[config.mk]
export PLATFORM = sky130hd
export DESIGN_NAME = bbc_top
export DESIGN_NICKNAME = d
export VERILOG_FILES = /design/src/bbc_pkg.sv /design/src/bbc_duty_meas.sv /design/src/bbc_top.sv
export SDC_FILE = /design/constraint.sdc
export NUM_CORES = 2
export LEC_CHECK = 0
export BUFFER_PORTS_ARGS = -buffer_cell sky130_fd_sc_hd__buf_2
export CORE_ASPECT_RATIO = 1.75
export CORE_MARGIN = 4
export CORE_UTILIZATION = 30
export CTS_CLUSTER_SIZE = 12
export DETAILED_ROUTE_END_ITERATION = 8
export PLACE_DENSITY = 0.41
export SYNTH_ARGS = -nofsm -noshare
export SYNTH_HDL_FRONTEND = slang
export SYNTH_SLANG_ARGS = --single-unit
[constraint.sdc]
create_clock -name clk -period 38.8 [get_ports clk]
set_input_delay 7.76 -clock clk [delete_from_list [all_inputs] [get_ports clk]]
set_output_delay 7.76 -clock clk [all_outputs]
set_load 0.02 [all_outputs]
[src/bbc_pkg.sv]
// Shared constants, types and register map of the backlight brightness control.
// Assumes a single 25 MHz clock and a classic Wishbone register bus.
`default_nettype none
package bbc_pkg;
  localparam int CLK_HZ = 25_000_000;

  // Register byte offsets
  localparam logic [7:0] A_CTRL = 8'h00;
  localparam logic [7:0] A_BR_MAIN = 8'h04;
  localparam logic [7:0] A_BR_SUB = 8'h08;
  localparam logic [7:0] A_CUR_MAIN = 8'h0c;
  localparam logic [7:0] A_CUR_SUB = 8'h10;
  localparam logic [7:0] A_STATUS = 8'h14;
  localparam logic [7:0] A_NVM_CMD = 8'h18;
  localparam logic [7:0] A_DUTY = 8'h1c;
  localparam logic [1:0] A_SHADOW_HI = 2'h1; // Shadow RAM at 0x40..0x7c

  // Control register fields and reset value
  localparam int CTRL_SEL = 0; // Pwm input selected
  localparam int CTRL_MD = 1; // pwm_direct_mode_bit
  localparam int CTRL_PS = 2; // phase_staggered_dimming enable
  localparam int CTRL_ALS = 3; // Ambient compensation enable
  localparam logic [3:0] CTRL_RST = 4'h1;
  localparam logic [7:0] BR_RST = 8'hff;

  // Status register fields
  localparam int ST_OPEN = 0;
  localparam int ST_SHORT = 7;
  localparam int ST_OFF = 16;
  localparam int ST_HOT = 17;
  localparam int ST_BUSY = 18;

  // Non-volatile map (byte index)
  localparam int N_CUR_MAIN = 0;
  localparam int N_CUR_SUB = 1;
  localparam int N_X1 = 2;
  localparam int N_X2 = 3;
  localparam int N_S0 = 4;
  localparam int N_S1 = 5;
  localparam int N_S2 = 6;
  localparam int N_FREQ = 7;
  localparam int N_CONF = 8; // [1:0] string count code, [2] sensor enable level
  localparam int N_OPEN = 9;
  localparam int N_SHORT = 10;
  localparam int N_TEMP = 11;
  localparam int N_PRESC = 12;
  localparam int N_ALS_BASE = 13;
  localparam int N_ALS_SLOPE = 14;
  localparam int NVM_WORDS = 16;

  // Current code scale
  localparam int CUR_STEP_UA = 230;
  localparam int CUR_MAX_UA = 60_000;
  localparam int CUR_FACTORY_UA = 20_000;
  localparam logic [7:0] CUR_FACTORY = 8'(CUR_FACTORY_UA / CUR_STEP_UA);
  localparam logic [NVM_WORDS-1:0][7:0] NVM_FACTORY = {8'h00, 8'h10, 8'h80, 8'h00,
    8'hc8, 8'hf0, 8'h08, 8'h02, 8'h06, 8'h18, 8'h10, 8'h08, 8'hc0, 8'h40,
    CUR_FACTORY, CUR_FACTORY};

  // Output pwm timing
  localparam int PWM_STEPS = 1024;
  localparam int PWM_F_MIN_HZ = 229;
  localparam int PWM_F_MAX_HZ = 19_500;
  localparam logic [7:0] DIV_MIN = 8'((CLK_HZ + PWM_STEPS * PWM_F_MAX_HZ - 1)
                                      / (PWM_STEPS * PWM_F_MAX_HZ));
  localparam logic [7:0] DIV_MAX = 8'(CLK_HZ / (PWM_STEPS * PWM_F_MIN_HZ));

  // Input pwm timing
  localparam int PWM_IN_F_MIN_HZ = 100;
  localparam int MEAS_WIN_LOG2 = 18; // 2^18 cycles covers one slowest period
  localparam int T_OFF_MS = 50;
  localparam int T_OFF_CYC = CLK_HZ / 1000 * T_OFF_MS;

  // Ambient sensor, thermal and programming timing
  localparam int ALS_WIN_UNIT = 4096;
  localparam logic [7:0] THERM_SCALE = 8'h80;
  localparam int T_NVM_WR_US = 100;
  localparam int NVM_WR_CYC = CLK_HZ / 1_000_000 * T_NVM_WR_US;

  typedef enum logic [1:0] {
    NV_IDLE = 2'b00,
    NV_LOAD = 2'b01,
    NV_PROG = 2'b10
  } bbc_nvm_st_t;

  typedef struct packed {
    logic cyc;
    logic stb;
    logic we;
    logic [7:0] adr;
    logic [3:0] sel;
    logic [31:0] dat;
  } bbc_wb_req_t;

  typedef struct packed {
    logic ack;
    logic [31:0] dat;
  } bbc_wb_rsp_t;
endpackage
`default_nettype wire

[src/bbc_duty_meas.sv]
// Measures the high-time fraction of the pwm input over a fixed window.
// Assumes the input is already synchronous to clk.
`default_nettype none
module bbc_duty_meas #(
  parameter int WIN_LOG2 = 18
) (
  input wire logic clk,
  input wire logic resetn,
  input wire logic pwm_in,
  output logic [9:0] duty_q,
  output logic active_q
);
  logic [WIN_LOG2-1:0] win_q;
  logic [WIN_LOG2:0] hi_q;
  logic [WIN_LOG2:0] hi_tot;
  logic prev_q;
  logic edge_q;

  assign hi_tot = hi_q + {{WIN_LOG2{1'b0}}, pwm_in};

  ////////////////////////////////////////////////////////////////////////////
  // Window counting; window longer than the slowest legal input period
  always_ff @(posedge clk) begin
    if (!resetn) begin
      win_q <= '0;
      hi_q <= '0;
      prev_q <= 1'b0;
      edge_q <= 1'b0;
      duty_q <= 10'h000;
      active_q <= 1'b0;
    end else begin
      prev_q <= pwm_in;
      win_q <= win_q + WIN_LOG2'(1);
      if (&win_q) begin
        // Full-high window would read 1024, so saturate
        duty_q <= hi_tot[WIN_LOG2] ? 10'h3ff : hi_tot[WIN_LOG2-1 -: 10];
        active_q <= edge_q || (prev_q != pwm_in);
        hi_q <= '0;
        edge_q <= 1'b0;
      end else begin
        hi_q <= hi_tot;
        edge_q <= edge_q || (prev_q != pwm_in);
      end
    end
  end
endmodule
`default_nettype wire

[src/bbc_top.sv]
// Backlight brightness control: current codes, pwm curve, input duty, phase
// staggering, thermal, ambient sensor, faults and non-volatile programming.
// Assumes one 25 MHz clock, synchronous inputs and a classic Wishbone master.
//
// The implementer's own choices: the Wishbone interface to the registers and the register offsets.
`default_nettype none
// How it works
// - Load current codes from nonvolatile at activation
// - Host current write replaces nonvolatile default
// - Code steps 0.23 mA, zero to 60 mA
// - Separate current and brightness per group
// - Brightness register drives pwm duty
// - Piecewise-linear curve from nonvolatile coefficients
// - Output pwm from 229 Hz to 19.5 kHz
// - Measure input high fraction for duty
// - Combined mode scales main group register brightness by duty
// - Pwm-only mode, input low means shutdown
// - Input activity returns, power up with duty
// - Staggered dimming offsets string on-times
// - Stagger pattern follows string count four to seven
// - Strings up to the count main, string seven sub group unless all seven main
// - Open and short detect against nonvolatile thresholds
// - Fault sets status and pulls fault low
// - Above temperature threshold reduce duty
// - Sensor frequency becomes brightness correction
// - Sensor enable level from nonvolatile bit
// - Ambient correction only for main group
// - Shadow write then command copies to nonvolatile
// - Shutdown after 50 ms continuous low
// - Reset selects input duty measurement
module bbc_top #(
  parameter int OFF_CYC = bbc_pkg::T_OFF_CYC,
  parameter int WIN_LOG2 = bbc_pkg::MEAS_WIN_LOG2,
  parameter int WR_CYC = bbc_pkg::NVM_WR_CYC
) (
  input wire logic clk,
  input wire logic resetn,
  input wire bbc_pkg::bbc_wb_req_t wb_req,
  output bbc_pkg::bbc_wb_rsp_t wb_rsp,
  input wire logic pwm_in,
  input wire logic light_sensor_freq_input,
  input wire logic [6:0][7:0] string_mon,
  input wire logic [7:0] temp_code,
  output logic [6:0] led_drv,
  output logic [7:0] cur_main,
  output logic [7:0] cur_sub,
  output logic sensor_en,
  output logic shutdown,
  output logic fault_out,
  output logic fault_oe_n
);
  import bbc_pkg::*;

  logic [7:0] nvm_q [NVM_WORDS];
  logic [7:0] shadow_q [NVM_WORDS];
  logic [3:0] ctrl_q;
  logic [7:0] br_main_q, br_sub_q;
  logic [6:0] open_q, short_q;
  logic hot_q, ack_q;
  logic [31:0] rdat_q;
  bbc_nvm_st_t nv_st_q;
  logic [3:0] nv_idx_q;
  logic [12:0] nv_cnt_q;
  logic wr, rd_go, cmd_go;
  logic [9:0] ext_duty;
  logic ext_active;
  logic [20:0] low_q;
  logic [6:0] led_q;
  logic [7:0] div_q, div_lim;
  logic [9:0] pcnt_q;
  logic [15:0] als_cnt_q;
  logic [19:0] als_win_q;
  logic [7:0] als_gain_q;
  logic als_prev_q;
  logic [9:0] duty_main, duty_sub, curve_out;
  logic [9:0] step;
  logic standalone, direct;

  assign wb_rsp.ack = ack_q;
  assign wb_rsp.dat = rdat_q;
  assign wr = wb_req.cyc && wb_req.stb && wb_req.we && !ack_q;
  assign rd_go = wb_req.cyc && wb_req.stb && !ack_q;
  assign cmd_go = wr && (wb_req.adr == A_NVM_CMD) && wb_req.sel[0] && wb_req.dat[0];
  assign direct = ctrl_q[CTRL_MD] && ctrl_q[CTRL_SEL];
  assign standalone = !ctrl_q[CTRL_MD] && ctrl_q[CTRL_SEL];
  assign led_drv = led_q;

  ////////////////////////////////////////////////////////////////////////////
  // Bus slave: ack one cycle after the request, dropped the cycle after
  always_ff @(posedge clk) begin
    if (!resetn) begin
      ack_q <= 1'b0;
      rdat_q <= 32'h0000_0000;
    end else begin
      ack_q <= rd_go;
      rdat_q <= 32'h0000_0000; // Unmapped offsets read zero
      if (wb_req.adr[7:6] == A_SHADOW_HI) begin
        rdat_q <= {24'h0, shadow_q[wb_req.adr[5:2]]};
      end else begin
        case (wb_req.adr)
          A_CTRL: rdat_q <= {28'h0, ctrl_q};
          A_BR_MAIN: rdat_q <= {24'h0, br_main_q};
          A_BR_SUB: rdat_q <= {24'h0, br_sub_q};
          A_CUR_MAIN: rdat_q <= {24'h0, cur_main};
          A_CUR_SUB: rdat_q <= {24'h0, cur_sub};
          A_STATUS: rdat_q <= {13'h0, nv_st_q != NV_IDLE, hot_q, shutdown,
                               2'h0, short_q, open_q};
          A_DUTY: rdat_q <= {6'h0, duty_main, 6'h0, ext_duty};
          default: rdat_q <= 32'h0000_0000;
        endcase
      end
    end
  end

  ////////////////////////////////////////////////////////////////////////////
  // Control and brightness registers
  always_ff @(posedge clk) begin
    if (!resetn) begin
      ctrl_q <= CTRL_RST;
      br_main_q <= BR_RST;
      br_sub_q <= BR_RST;
    end else if (wr && wb_req.sel[0]) begin
      case (wb_req.adr)
        A_CTRL: ctrl_q <= wb_req.dat[3:0];
        A_BR_MAIN: br_main_q <= wb_req.dat[7:0];
        A_BR_SUB: br_sub_q <= wb_req.dat[7:0];
        default: ;
      endcase
    end
  end

  ////////////////////////////////////////////////////////////////////////////
  // Current codes; one code step is CUR_STEP_UA, full scale CUR_MAX_UA
  always_ff @(posedge clk) begin
    if (!resetn) begin
      cur_main <= 8'h00;
      cur_sub <= 8'h00;
    end else if (nv_st_q == NV_LOAD) begin
      cur_main <= nvm_q[N_CUR_MAIN];
      cur_sub <= nvm_q[N_CUR_SUB];
    end else if (wr && wb_req.sel[0]) begin
      if (wb_req.adr == A_CUR_MAIN) begin
        cur_main <= wb_req.dat[7:0];
      end
      if (wb_req.adr == A_CUR_SUB) begin
        cur_sub <= wb_req.dat[7:0];
      end
    end
  end

  ////////////////////////////////////////////////////////////////////////////
  // Shadow RAM: loaded at activation, written by the host
  always_ff @(posedge clk) begin
    if (nv_st_q == NV_LOAD) begin
      for (int k = 0; k < NVM_WORDS; k++) begin
        shadow_q[k] <= nvm_q[k];
      end
    end else if (wr && wb_req.sel[0] && wb_req.adr[7:6] == A_SHADOW_HI) begin
      shadow_q[wb_req.adr[5:2]] <= wb_req.dat[7:0];
    end
  end

  // Memory array; the reset stands for first power-up with factory contents
  always_ff @(posedge clk) begin
    if (!resetn) begin
      for (int k = 0; k < NVM_WORDS; k++) begin
        nvm_q[k] <= NVM_FACTORY[k];
      end
    end else if (nv_st_q == NV_PROG && nv_cnt_q == 13'(WR_CYC - 1)) begin
      nvm_q[nv_idx_q] <= shadow_q[nv_idx_q];
    end
  end

  // Programming sequencer: one word per write time, commands while busy ignored
  always_ff @(posedge clk) begin
    if (!resetn) begin
      nv_st_q <= NV_LOAD;
      nv_idx_q <= 4'h0;
      nv_cnt_q <= 13'h0000;
    end else begin
      case (nv_st_q)
        NV_LOAD: nv_st_q <= NV_IDLE;
        NV_IDLE: begin
          nv_idx_q <= 4'h0;
          nv_cnt_q <= 13'h0000;
          if (cmd_go) begin
            nv_st_q <= NV_PROG;
          end
        end
        NV_PROG: begin
          if (nv_cnt_q == 13'(WR_CYC - 1)) begin
            nv_cnt_q <= 13'h0000;
            nv_idx_q <= nv_idx_q + 4'h1;
            if (&nv_idx_q) begin
              nv_st_q <= NV_IDLE;
            end
          end else begin
            nv_cnt_q <= nv_cnt_q + 13'h0001;
          end
        end
        default: nv_st_q <= NV_IDLE;
      endcase
    end
  end

  ////////////////////////////////////////////////////////////////////////////
  // Input duty measurement
  // high fraction measured
  bbc_duty_meas #(
    .WIN_LOG2(WIN_LOG2)
  ) u_meas (
    .clk(clk),
    .resetn(resetn),
    .pwm_in(pwm_in),
    .duty_q(ext_duty),
    .active_q(ext_active)
  );

  // Stand-alone off timer; no slope, so the plain low time decides
  always_ff @(posedge clk) begin
    if (!resetn) begin
      low_q <= 21'h0;
      shutdown <= 1'b0;
    end else if (!standalone || pwm_in) begin
      low_q <= 21'h0;
      shutdown <= 1'b0;
    end else if (low_q == 21'(OFF_CYC - 1)) begin
      shutdown <= 1'b1;
    end else begin
      low_q <= low_q + 21'h1;
    end
  end

  ////////////////////////////////////////////////////////////////////////////
  // Ambient sensor: edges counted over a prescaled window
  always_ff @(posedge clk) begin
    if (!resetn) begin
      als_prev_q <= 1'b0;
      als_cnt_q <= 16'h0000;
      als_win_q <= 20'h00000;
      als_gain_q <= 8'hff;
    end else begin
      als_prev_q <= light_sensor_freq_input;
      if (als_win_q == 20'(({12'h0, nvm_q[N_PRESC]} + 20'h1) * 20'(ALS_WIN_UNIT) - 1)) begin
        als_win_q <= 20'h00000;
        als_cnt_q <= 16'h0000;
        als_gain_q <= 8'(({8'h0, nvm_q[N_ALS_BASE]} + ((als_cnt_q[7:0] * 16'(nvm_q[N_ALS_SLOPE]))
                      >> 4)) > 16'h00ff ? 16'h00ff
                      : {8'h0, nvm_q[N_ALS_BASE]} + ((als_cnt_q[7:0]
                      * 16'(nvm_q[N_ALS_SLOPE])) >> 4));
      end else begin
        als_win_q <= als_win_q + 20'h1;
        if (light_sensor_freq_input && !als_prev_q && !(&als_cnt_q)) begin
          als_cnt_q <= als_cnt_q + 16'h0001;
        end
      end
    end
  end

  // Sensor enable level chosen by a configuration bit
  always_ff @(posedge clk) begin
    if (!resetn) begin
      sensor_en <= 1'b0;
    end else begin
      sensor_en <= ctrl_q[CTRL_ALS] ? nvm_q[N_CONF][2] : !nvm_q[N_CONF][2];
    end
  end

  ////////////////////////////////////////////////////////////////////////////
  // Brightness curve: three segments, slopes in quarter steps
  function automatic logic [9:0] curve(input logic [7:0] x, input logic [7:0] x1,
                                       input logic [7:0] x2, input logic [7:0] s0,
                                       input logic [7:0] s1, input logic [7:0] s2);
    logic [17:0] y1;
    logic [17:0] y2;
    logic [17:0] y;
    y1 = ({10'h0, s0} * {10'h0, x1}) >> 2;
    y2 = y1 + (({10'h0, s1} * {10'h0, 8'(x2 - x1)}) >> 2);
    if (x < x1) begin
      y = ({10'h0, s0} * {10'h0, x}) >> 2;
    end else if (x < x2) begin
      y = y1 + (({10'h0, s1} * {10'h0, 8'(x - x1)}) >> 2);
    end else begin
      y = y2 + (({10'h0, s2} * {10'h0, 8'(x - x2)}) >> 2);
    end
    curve = (y > 18'd1023) ? 10'h3ff : y[9:0];
  endfunction

  assign curve_out = curve(br_main_q, nvm_q[N_X1], nvm_q[N_X2], nvm_q[N_S0],
                           nvm_q[N_S1], nvm_q[N_S2]);

  // Duty combination, all main group factors multiplied in one chain, sub group by the thermal scale only
  always_comb begin
    logic [9:0] base;
    logic [17:0] pa;
    logic [19:0] pe;
    logic [17:0] pt;
    logic [17:0] ps;
    base = ctrl_q[CTRL_SEL] ? ext_duty : curve_out;
    pa = {8'h0, base} * {10'h0, ctrl_q[CTRL_ALS] ? als_gain_q : 8'hff};
    pe = {10'h0, pa[17:8]} * {10'h0, ext_duty};
    if (ctrl_q[CTRL_SEL] || ctrl_q[CTRL_MD]) begin
      pe = {pa[17:8], 10'h0};
    end
    pt = {8'h0, pe[19:10]} * {10'h0, hot_q ? THERM_SCALE : 8'hff};
    duty_main = pt[17:8];
    ps = {8'h0, br_sub_q, br_sub_q[7:6]} * {10'h0, hot_q ? THERM_SCALE : 8'hff};
    duty_sub = ps[17:8];
  end

  always_ff @(posedge clk) begin
    if (!resetn) begin
      hot_q <= 1'b0;
    end else begin
      hot_q <= temp_code > nvm_q[N_TEMP];
    end
  end

  ////////////////////////////////////////////////////////////////////////////
  // Output pwm period: divider clamped to the legal frequency span
  // frequency limits
  assign div_lim = (nvm_q[N_FREQ] < DIV_MIN) ? DIV_MIN
                 : (nvm_q[N_FREQ] > DIV_MAX) ? DIV_MAX : nvm_q[N_FREQ];

  always_ff @(posedge clk) begin
    if (!resetn) begin
      div_q <= 8'h00;
      pcnt_q <= 10'h000;
    end else if (div_q >= div_lim - 8'h01) begin
      div_q <= 8'h00;
      pcnt_q <= pcnt_q + 10'h001;
    end else begin
      div_q <= div_q + 8'h01;
    end
  end

  // Phase step per string count (4..7 strings)
  // pattern follows count
  always_comb begin
    case (nvm_q[N_CONF][1:0])
      2'h0: step = 10'd256;
      2'h1: step = 10'd205;
      2'h2: step = 10'd171;
      default: step = 10'd146;
    endcase
  end

  // String drivers; string seven is sub group unless all seven are main
  for (genvar i = 0; i < 7; i++) begin : g_str
    logic [9:0] ph;
    logic [9:0] rel;
    logic main_en;
    logic lit;
    assign ph = ctrl_q[CTRL_PS] ? 10'({3'h0, step} * 13'(i)) : 10'h000;
    assign rel = pcnt_q - ph;
    assign main_en = (3'(i) <= {1'b0, nvm_q[N_CONF][1:0]} + 3'h3);
    assign lit = main_en ? (direct ? pwm_in : rel < duty_main)
               : (i == 6) && (pcnt_q < duty_sub);

    always_ff @(posedge clk) begin
      if (!resetn) begin
        led_q[i] <= 1'b0;
      end else begin
        led_q[i] <= lit && !shutdown;
      end
    end
  end

  ////////////////////////////////////////////////////////////////////////////
  // Fault flags: set wins over a clear in the same cycle
  always_ff @(posedge clk) begin
    if (!resetn) begin
      open_q <= 7'h00;
      short_q <= 7'h00;
    end else begin
      for (int k = 0; k < 7; k++) begin
        open_q[k] <= (open_q[k] && !(wr && wb_req.adr == A_STATUS && wb_req.sel[0]
                      && wb_req.dat[ST_OPEN + k]))
                     || (led_q[k] && string_mon[k] < nvm_q[N_OPEN]);
        short_q[k] <= (short_q[k] && !(wr && wb_req.adr == A_STATUS
                       && wb_req.sel[(ST_SHORT + k) / 8] && wb_req.dat[ST_SHORT + k]))
                      || (led_q[k] && string_mon[k] > nvm_q[N_SHORT]);
      end
    end
  end

  // Open-drain fault pin: data always low, enable low while pulling
  always_ff @(posedge clk) begin
    if (!resetn) begin
      fault_out <= 1'b0;
      fault_oe_n <= 1'b1;
    end else begin
      fault_out <= 1'b0;
      fault_oe_n <= !(|open_q || |short_q);
    end
  end
endmodule
`default_nettype wire

Word level (Yosys, flattened, before mapping) --
Memory sizes are Yosys's and may differ from the RTL's. A register that Yosys moved wholly into a read port is not among the register bits. Cells that the tools add are included.
Word-level totals: register bits 238, memory bits (writable) 256, bits of input ports 115, output and inout port bits 60, word-level logic and storage cells 329, memories kept 2
Memories:
- nvm_q | words 16, bits a word 8, read ports 16, clocked after Yosys merged registers in 0, wr ports 16, RTL line bbc_top.sv:54 | logic [7:0] nvm_q [NVM_WORDS];
- shadow_q | words 16, bits a word 8, read ports 2, clocked after Yosys merged registers in 1, wr ports 16, RTL line bbc_top.sv:55 | logic [7:0] shadow_q [NVM_WORDS];
Cells by class: add/subtract/negate cells 26, multiply operators 13, $lt $le $gt $ge 37, eq/ne operators 18, muxes and demuxes 66, bitwise gates (word level) 1, reduce and logical (&&, ||, !) cells 132
Operators by type and width (count):
- $pmux 26 s7 | 1
- $mux 8 | 13
- $mul 8x8->16 | 6
- $mux 10 | 9
- $lt 10x10->1 | 8
- $lt 8x8->1 | 9
- $logic_and 1x1->1 | 66
- $gt 8x8->1 | 8
- $sub 10x10->10 | 6
- $mul 10x8->18 | 3
- $eq 8x5->1 const B | 4
- $mux 16 | 2
- $add 14x14->15 | 2
- $pmux 9 s3 | 1
- $mux 1 | 26
- $pmux 13 s2 | 1
- $sub 8x8->8 | 3
- $logic_not 1->1 | 22
- $add 21x1->21 const B | 1
- $eq 21x21->1 const B | 1
- $add 20x1->20 const B | 1
- $eq 20x20->1 | 1
- $mul 10x10->20 | 1
- $mux 20 | 1
- 49 further kinds | 97

Depth between registers and ports, before layout --
An unclocked memory read counts as a cell.
depth after elaboration 18, mapped depth 113, mapped depth without buffers 112

Hierarchy --
Synthesis repeated with hierarchy kept, for this count alone.
Second synthesis, totals: cell total of the unflattened synthesis 5596, area, all modules 52888.2 sq um
By module, submodules not included:
- bbc_top | instances 1, cells an instance 5381, area each 50763.7 sq um, sequential area each 11551.1 sq um
- bbc_duty_meas | instances 1, cells an instance 215, area each 2124.5 sq um, sequential area each 1001.0 sq um

Least setup slack after synthesis --
Ideal clock, no wire load.
path kind register -> register, start mem nvm_q[3][1], end reg led_q[3], in the netlist led_drv[3], library setup time 0.070 ns, arrival 23.345 ns, required time 38.730 ns, setup slack 15.385 ns, stages on the path, launching flop included 106, buffers on the path 1, period minus slack after synthesis 23.415 ns, cells stage by stage edfxtp_1 -> inv_1 -> ha_1 -> nor2b_1 -> o21ai_0 -> nand2b_1 -> a21o_1 -> a21o_1 -> a21o_1 -> a21oi_1 -> xnor2_1 -> nand2_1 -> fa_1 -> fa_1 -> inv_1 -> fa_1 -> inv_1 -> fa_1 -> (+70 left out) -> fa_1 -> inv_1 -> ha_1 -> a22o_1 -> nor4_1 -> nand2b_1 -> a31oi_1 -> nor2_1 -> xnor2_1 -> ha_1 -> and3_1 -> a21oi_1 -> o21ai_0 -> a211oi_1 -> a2111oi_0 -> or2_1 -> a221o_1 -> a21oi_1
RTL lines:
- start, declared | RTL line bbc_top.sv:54
- end signal, assigned by index | RTL line bbc_top.sv:364 | led_q[i] <= lit && !shutdown;
- end, declared | RTL line bbc_top.sv:68 | logic [6:0] led_q;

Worst setup path in the final report --
start reg br_main_q[0], end reg led_q[3], in the netlist led_drv[3]
On the way: word-level cells in the longest chain between the ends 16, elaborated cells on any way between the ends 22, those cells by class add/sub: 4; mul: 6; order compare: 4; mux: 7; reduce/logical: 1
Ends and longest elaborated chain:
- start, declared | RTL line bbc_top.sv:57 | logic [7:0] br_main_q, br_sub_q;
- start signal, assigned | RTL line bbc_top.sv:125 | A_BR_MAIN: br_main_q <= wb_req.dat[7:0];
- $sub 8x8->8, on equally long branches | RTL line bbc_top.sv:284, bbc_top.sv:282
- $mul 8x8->16, on equally long branches | RTL line bbc_top.sv:284, bbc_top.sv:282
- $add 15x14->16 or $add 14x14->15 (tied branches) | RTL line bbc_top.sv:284, bbc_top.sv:282
- $mux 16 | RTL line bbc_top.sv:281 | end else if (x < x2) begin
- $mux 16 * | RTL line bbc_top.sv:279 | if (x < x1) begin
- $gt 18x10->1 | RTL line bbc_top.sv:286 | curve = (y > 18'd1023) ? 10'h3ff : y[9:0];
- $mux 10 * | RTL line bbc_top.sv:286
- $mux 10 * | RTL line bbc_top.sv:299 | base = ctrl_q[CTRL_SEL] ? ext_duty : curve_out;
- $mul 10x8->18 * | RTL line bbc_top.sv:300 | pa = {8'h0, base} * {10'h0, ctrl_q[CTRL_ALS] ? als_gain_q : 8'hff};
- $mul 10x10->20 | RTL line bbc_top.sv:301 | pe = {10'h0, pa[17:8]} * {10'h0, ext_duty};
- $mux 20 * | RTL line bbc_top.sv:302 | if (ctrl_q[CTRL_SEL] || ctrl_q[CTRL_MD]) begin
- $mul 10x8->18 * | RTL line bbc_top.sv:305 | pt = {8'h0, pe[19:10]} * {10'h0, hot_q ? THERM_SCALE : 8'hff};
- $lt 10x10->1 * | RTL line bbc_top.sv:357 | assign lit = main_en ? (direct ? pwm_in : rel < duty_main)
- $mux 1 * (2 in series) | RTL line bbc_top.sv:357
- $logic_and 1x1->1 * | RTL line bbc_top.sv:364
Every way passes the cells marked *; elsewhere a longest branch is shown, timed or not. A chain may end at the register's enable or synchronous reset.

==> run summary <==
Vias in the first global route: 43070
Layout cells sized above 1: 0.09408
CTS Buffer Depth: 3
Mapped Cells: 5676
Worst R2R End: led_drv[3]
PwrDens: 40.69 nW/µm²
Cell family with most CP delay: adder cells
Pin count of the biggest net entering global routing: 55
Setup TNS: 0 ps
Detailed-route wire length: 179.0 mm
Final HPWL DP: 142.7 mm
Clk_lat worst skew: 710 ps
Layout Skew: 103.1 ps
Syn Area/Cell: 9.330 µm²
H-tree depth: 2
Worst path required time: 39440 ps
FF-to-FF setup slack: 11350 ps
Crit path max fanout: 11
Final #Nets: 6945
RSZ-0062 raised after global routing: no
Setup violators final: 0
Max Cap Viol: 0
Detail Route Antenna Nets: 0
Gr ovfl total: 0
Hold path start: u_meas.win_q[0]
GP Congestion: 0.8886
Met1 Use GR: 0.2155
CTS clk-pin slew, worst paths: 70 ps
Root Buffer: clkbuf_16
RR Startpoint: br_main_q[0]
Crit Path Category: reg2reg
Post-synthesis register bit count: 496
VDD IR max: 0.00007472 V
Worst slew margin: 0.1935
HP Class: reg2reg
Hold Path End: u_meas.win_q[0]
Primary FF master, synth: edfxtp_1
CTS buffer count: 56
Routed vias: 40490
WL per Instance: 22.24 µm
Hold Buf Count CTS: 0
Detailed-router iteration count before antenna repair: 5
Critical Path Sink Type: flip-flop
Die Footprint: 183600 µm²
Post-synth EDFFs: 256
Count of different cell masters after synthesis: 102
Post-route design area: 58210 µm²
Row cnt: 203
Core Box Area: 175300 µm²
Post-Syn Area: 52960 µm²
Slew @ Worst Pin: 1197 ps
DR iter-0 viols: 2072
Leakage: 26.16 nW
Crit-path most repeated cell: fa_1
Clk sinks: 496
Slowest-stage cell, CP: xnor2_1
I/O Pins: 175
Die height: 563.8 µm
Crit path DAT: 28090 ps
Hold Vio Cnt, Final: 0
Setup repair bufs after CTS: 0
Die Width: 325.6 µm
Ys Warns: 0
Post-CTS resize count: 0
Critical path's largest stage delay: 800 ps
Total Routing Usage GR: 0.1934
CP Launch Type: flip-flop
Tcrit/Tclk final: 0.7076
Met3 Resource Use GR: 0.01472
Met2 usage in global routing: 0.3794
CTS tree: done
Drc violations: 0
Ys async rst share: 0
Initial antenna violation count: 8
Max Clock Freq: 0.03643 GHz
Reg2reg path depth: 97
Port-buffer cells: 145
Area Overhead vs Synth: 9.926%
Slew Limit Fails: 0
Routed vias/inst: 5.029
Status: complete, no violations
Layer with the highest usage: met2
Fill count: 18240
Post-synthesis sequential area ratio: 0.2359
Buffers and inverters on the worst path: 14
Final Critical Period: 27450 ps
Worst hold stages: 1
First-pass GRT wire length: 270.5 mm
Initial core utilization: 0.3022
Placed cell area: 56280 µm²
==> per-stage QoR <==
| stage | setup slack (ps) | instances | hold WS [ps] | power [mW] | utilization |
|---|---|---|---|---|---|
| after floorplan | 15380 | 5684 | 413.0 | 1.453 | - |
| after global placement | 11270 | 7943 | 424.3 | 1.815 | 0.3211 |
| after detailed placement | 11190 | 7943 | 440.5 | 1.815 | 0.3211 |
| after CTS | 11090 | 8048 | 449.1 | 2.397 | 0.3321 |
| after global routing | 9669 | 8049 | 470.4 | 2.547 | 0.3321 |
| final | 11350 | 8050 | 444.5 | 2.369 | 0.3322 |
==> flip-flops by register name, indices dropped and copies added (netlist names), 10 cells and up, named ones only <==
name and cells:
als_cnt_q 16, als_win_q 20, low_q 21, nv_cnt_q 13, nvm_q 128, pcnt_q 10
rdat_q 24, shadow_q 128, u_meas.duty_q 10, u_meas.hi_q 19, u_meas.win_q 18
==> layer usage <==
layer	vias to the layer above	wire length (µm)
li1	19330	-
met1	20160	69590
met2	734	97130
met3	260	4687
met4	0	7627
met5	-	0
==> worst reg2reg max path: cells and delay by family (launching register included) <==
kind | cells | cell delay, ps
flip-flops | 1 | 620
buffers and inverters | 14 | 1090
AO/OA/AOI/OAI | 39 | 8720
XOR/XNOR | 4 | 1580
AND/OR/NAND/NOR | 14 | 3360
adder cells (fa/ha/maj) | 26 | 12000
==> cell usage in the layout, fill, tap and decap left out, types with 123 or more instances in the layout <==
master / n
inv_1: 679
ha_1: 653
nand2_1: 499
nor2_1: 475
fa_1: 431
and2_1: 276
edfxtp_1: 256
a21oi_1: 247
dfxtp_1: 239
o21ai_0: 169
xnor2_1: 164
buf_2: 145
xor2_1: 142
nand3_1: 123
==> where the power goes <==
part / internal [mW] / switching [mW] / leakage, nW / total [mW]
Clock: 0.321 / 0.245 / 0.932 / 0.566
Sequential: 0.565 / 0.0192 / 4.42 / 0.584
Combinational: 0.467 / 0.752 / 20.8 / 1.22
Total: 1.35 / 1.02 / 26.2 / 2.37
==> worst max path at each step <==
stage,start,end,slack (ps),cells after the start
final,br_main_q[0],led_drv[3],11350,97
after global routing,br_main_q[0],led_drv[3],9670,100
after CTS,br_main_q[0],led_drv[3],11090,99
after detailed placement,br_main_q[0],led_drv[3],11190,97
after global placement,br_main_q[0],led_drv[3],11270,97
after floorplan,nvm_q[3][1],led_drv[3],15380,105
==> final cells by class <==
type | count | area, µm² | area share
Antenna cell | 2 | 5.005 | 0.00008597
Clock buffer | 84 | 1642 | 0.02820
Clock inverter | 21 | 289.0 | 0.004965
Inverter | 681 | 2557 | 0.04393
Multi-Input combinational cell | 4302 | 37200 | 0.6390
Sequential cell | 496 | 12490 | 0.2146
Tap cell | 2255 | 2821 | 0.04847
Timing Repair Buffer | 209 | 1206 | 0.02072
==> synthesized netlist by cell type, types with 90 or more instances <==
cell type  number  area share
ha_1          653        0.15
xnor2_1       164       0.027
nor2b_1        90       0.011
and2_1        276       0.033
a21oi_1       247       0.023
edfxtp_1      256        0.15
inv_1         680       0.048
mux2_2        100       0.021
fa_1          431        0.16
dfxtp_1       240       0.091
a21o_1         90       0.013
nor2_1        475       0.034
o21ai_0       169       0.016
clkbuf_1      167       0.012
xor2_1        142       0.023
nand2_1       499       0.035
nand3_1       123       0.012
==> cell families after synthesis <==
| family | after synthesis | share of synthesized area |
|---|---|---|
| AOI/OAI and AO/OA | 860 | 0.1040 |
| muxes | 213 | 0.05970 |
| adders and majority gates | 1090 | 0.3184 |
| buffers and inverters | 886 | 0.06360 |
| other | 2 | 0.0001418 |
| and+or+nand+nor | 1820 | 0.1668 |
| DFF | 496 | 0.2359 |
| xor gates and xnor gates | 309 | 0.05153 |
No activity file was read; power rests on OpenSTA's default activity.
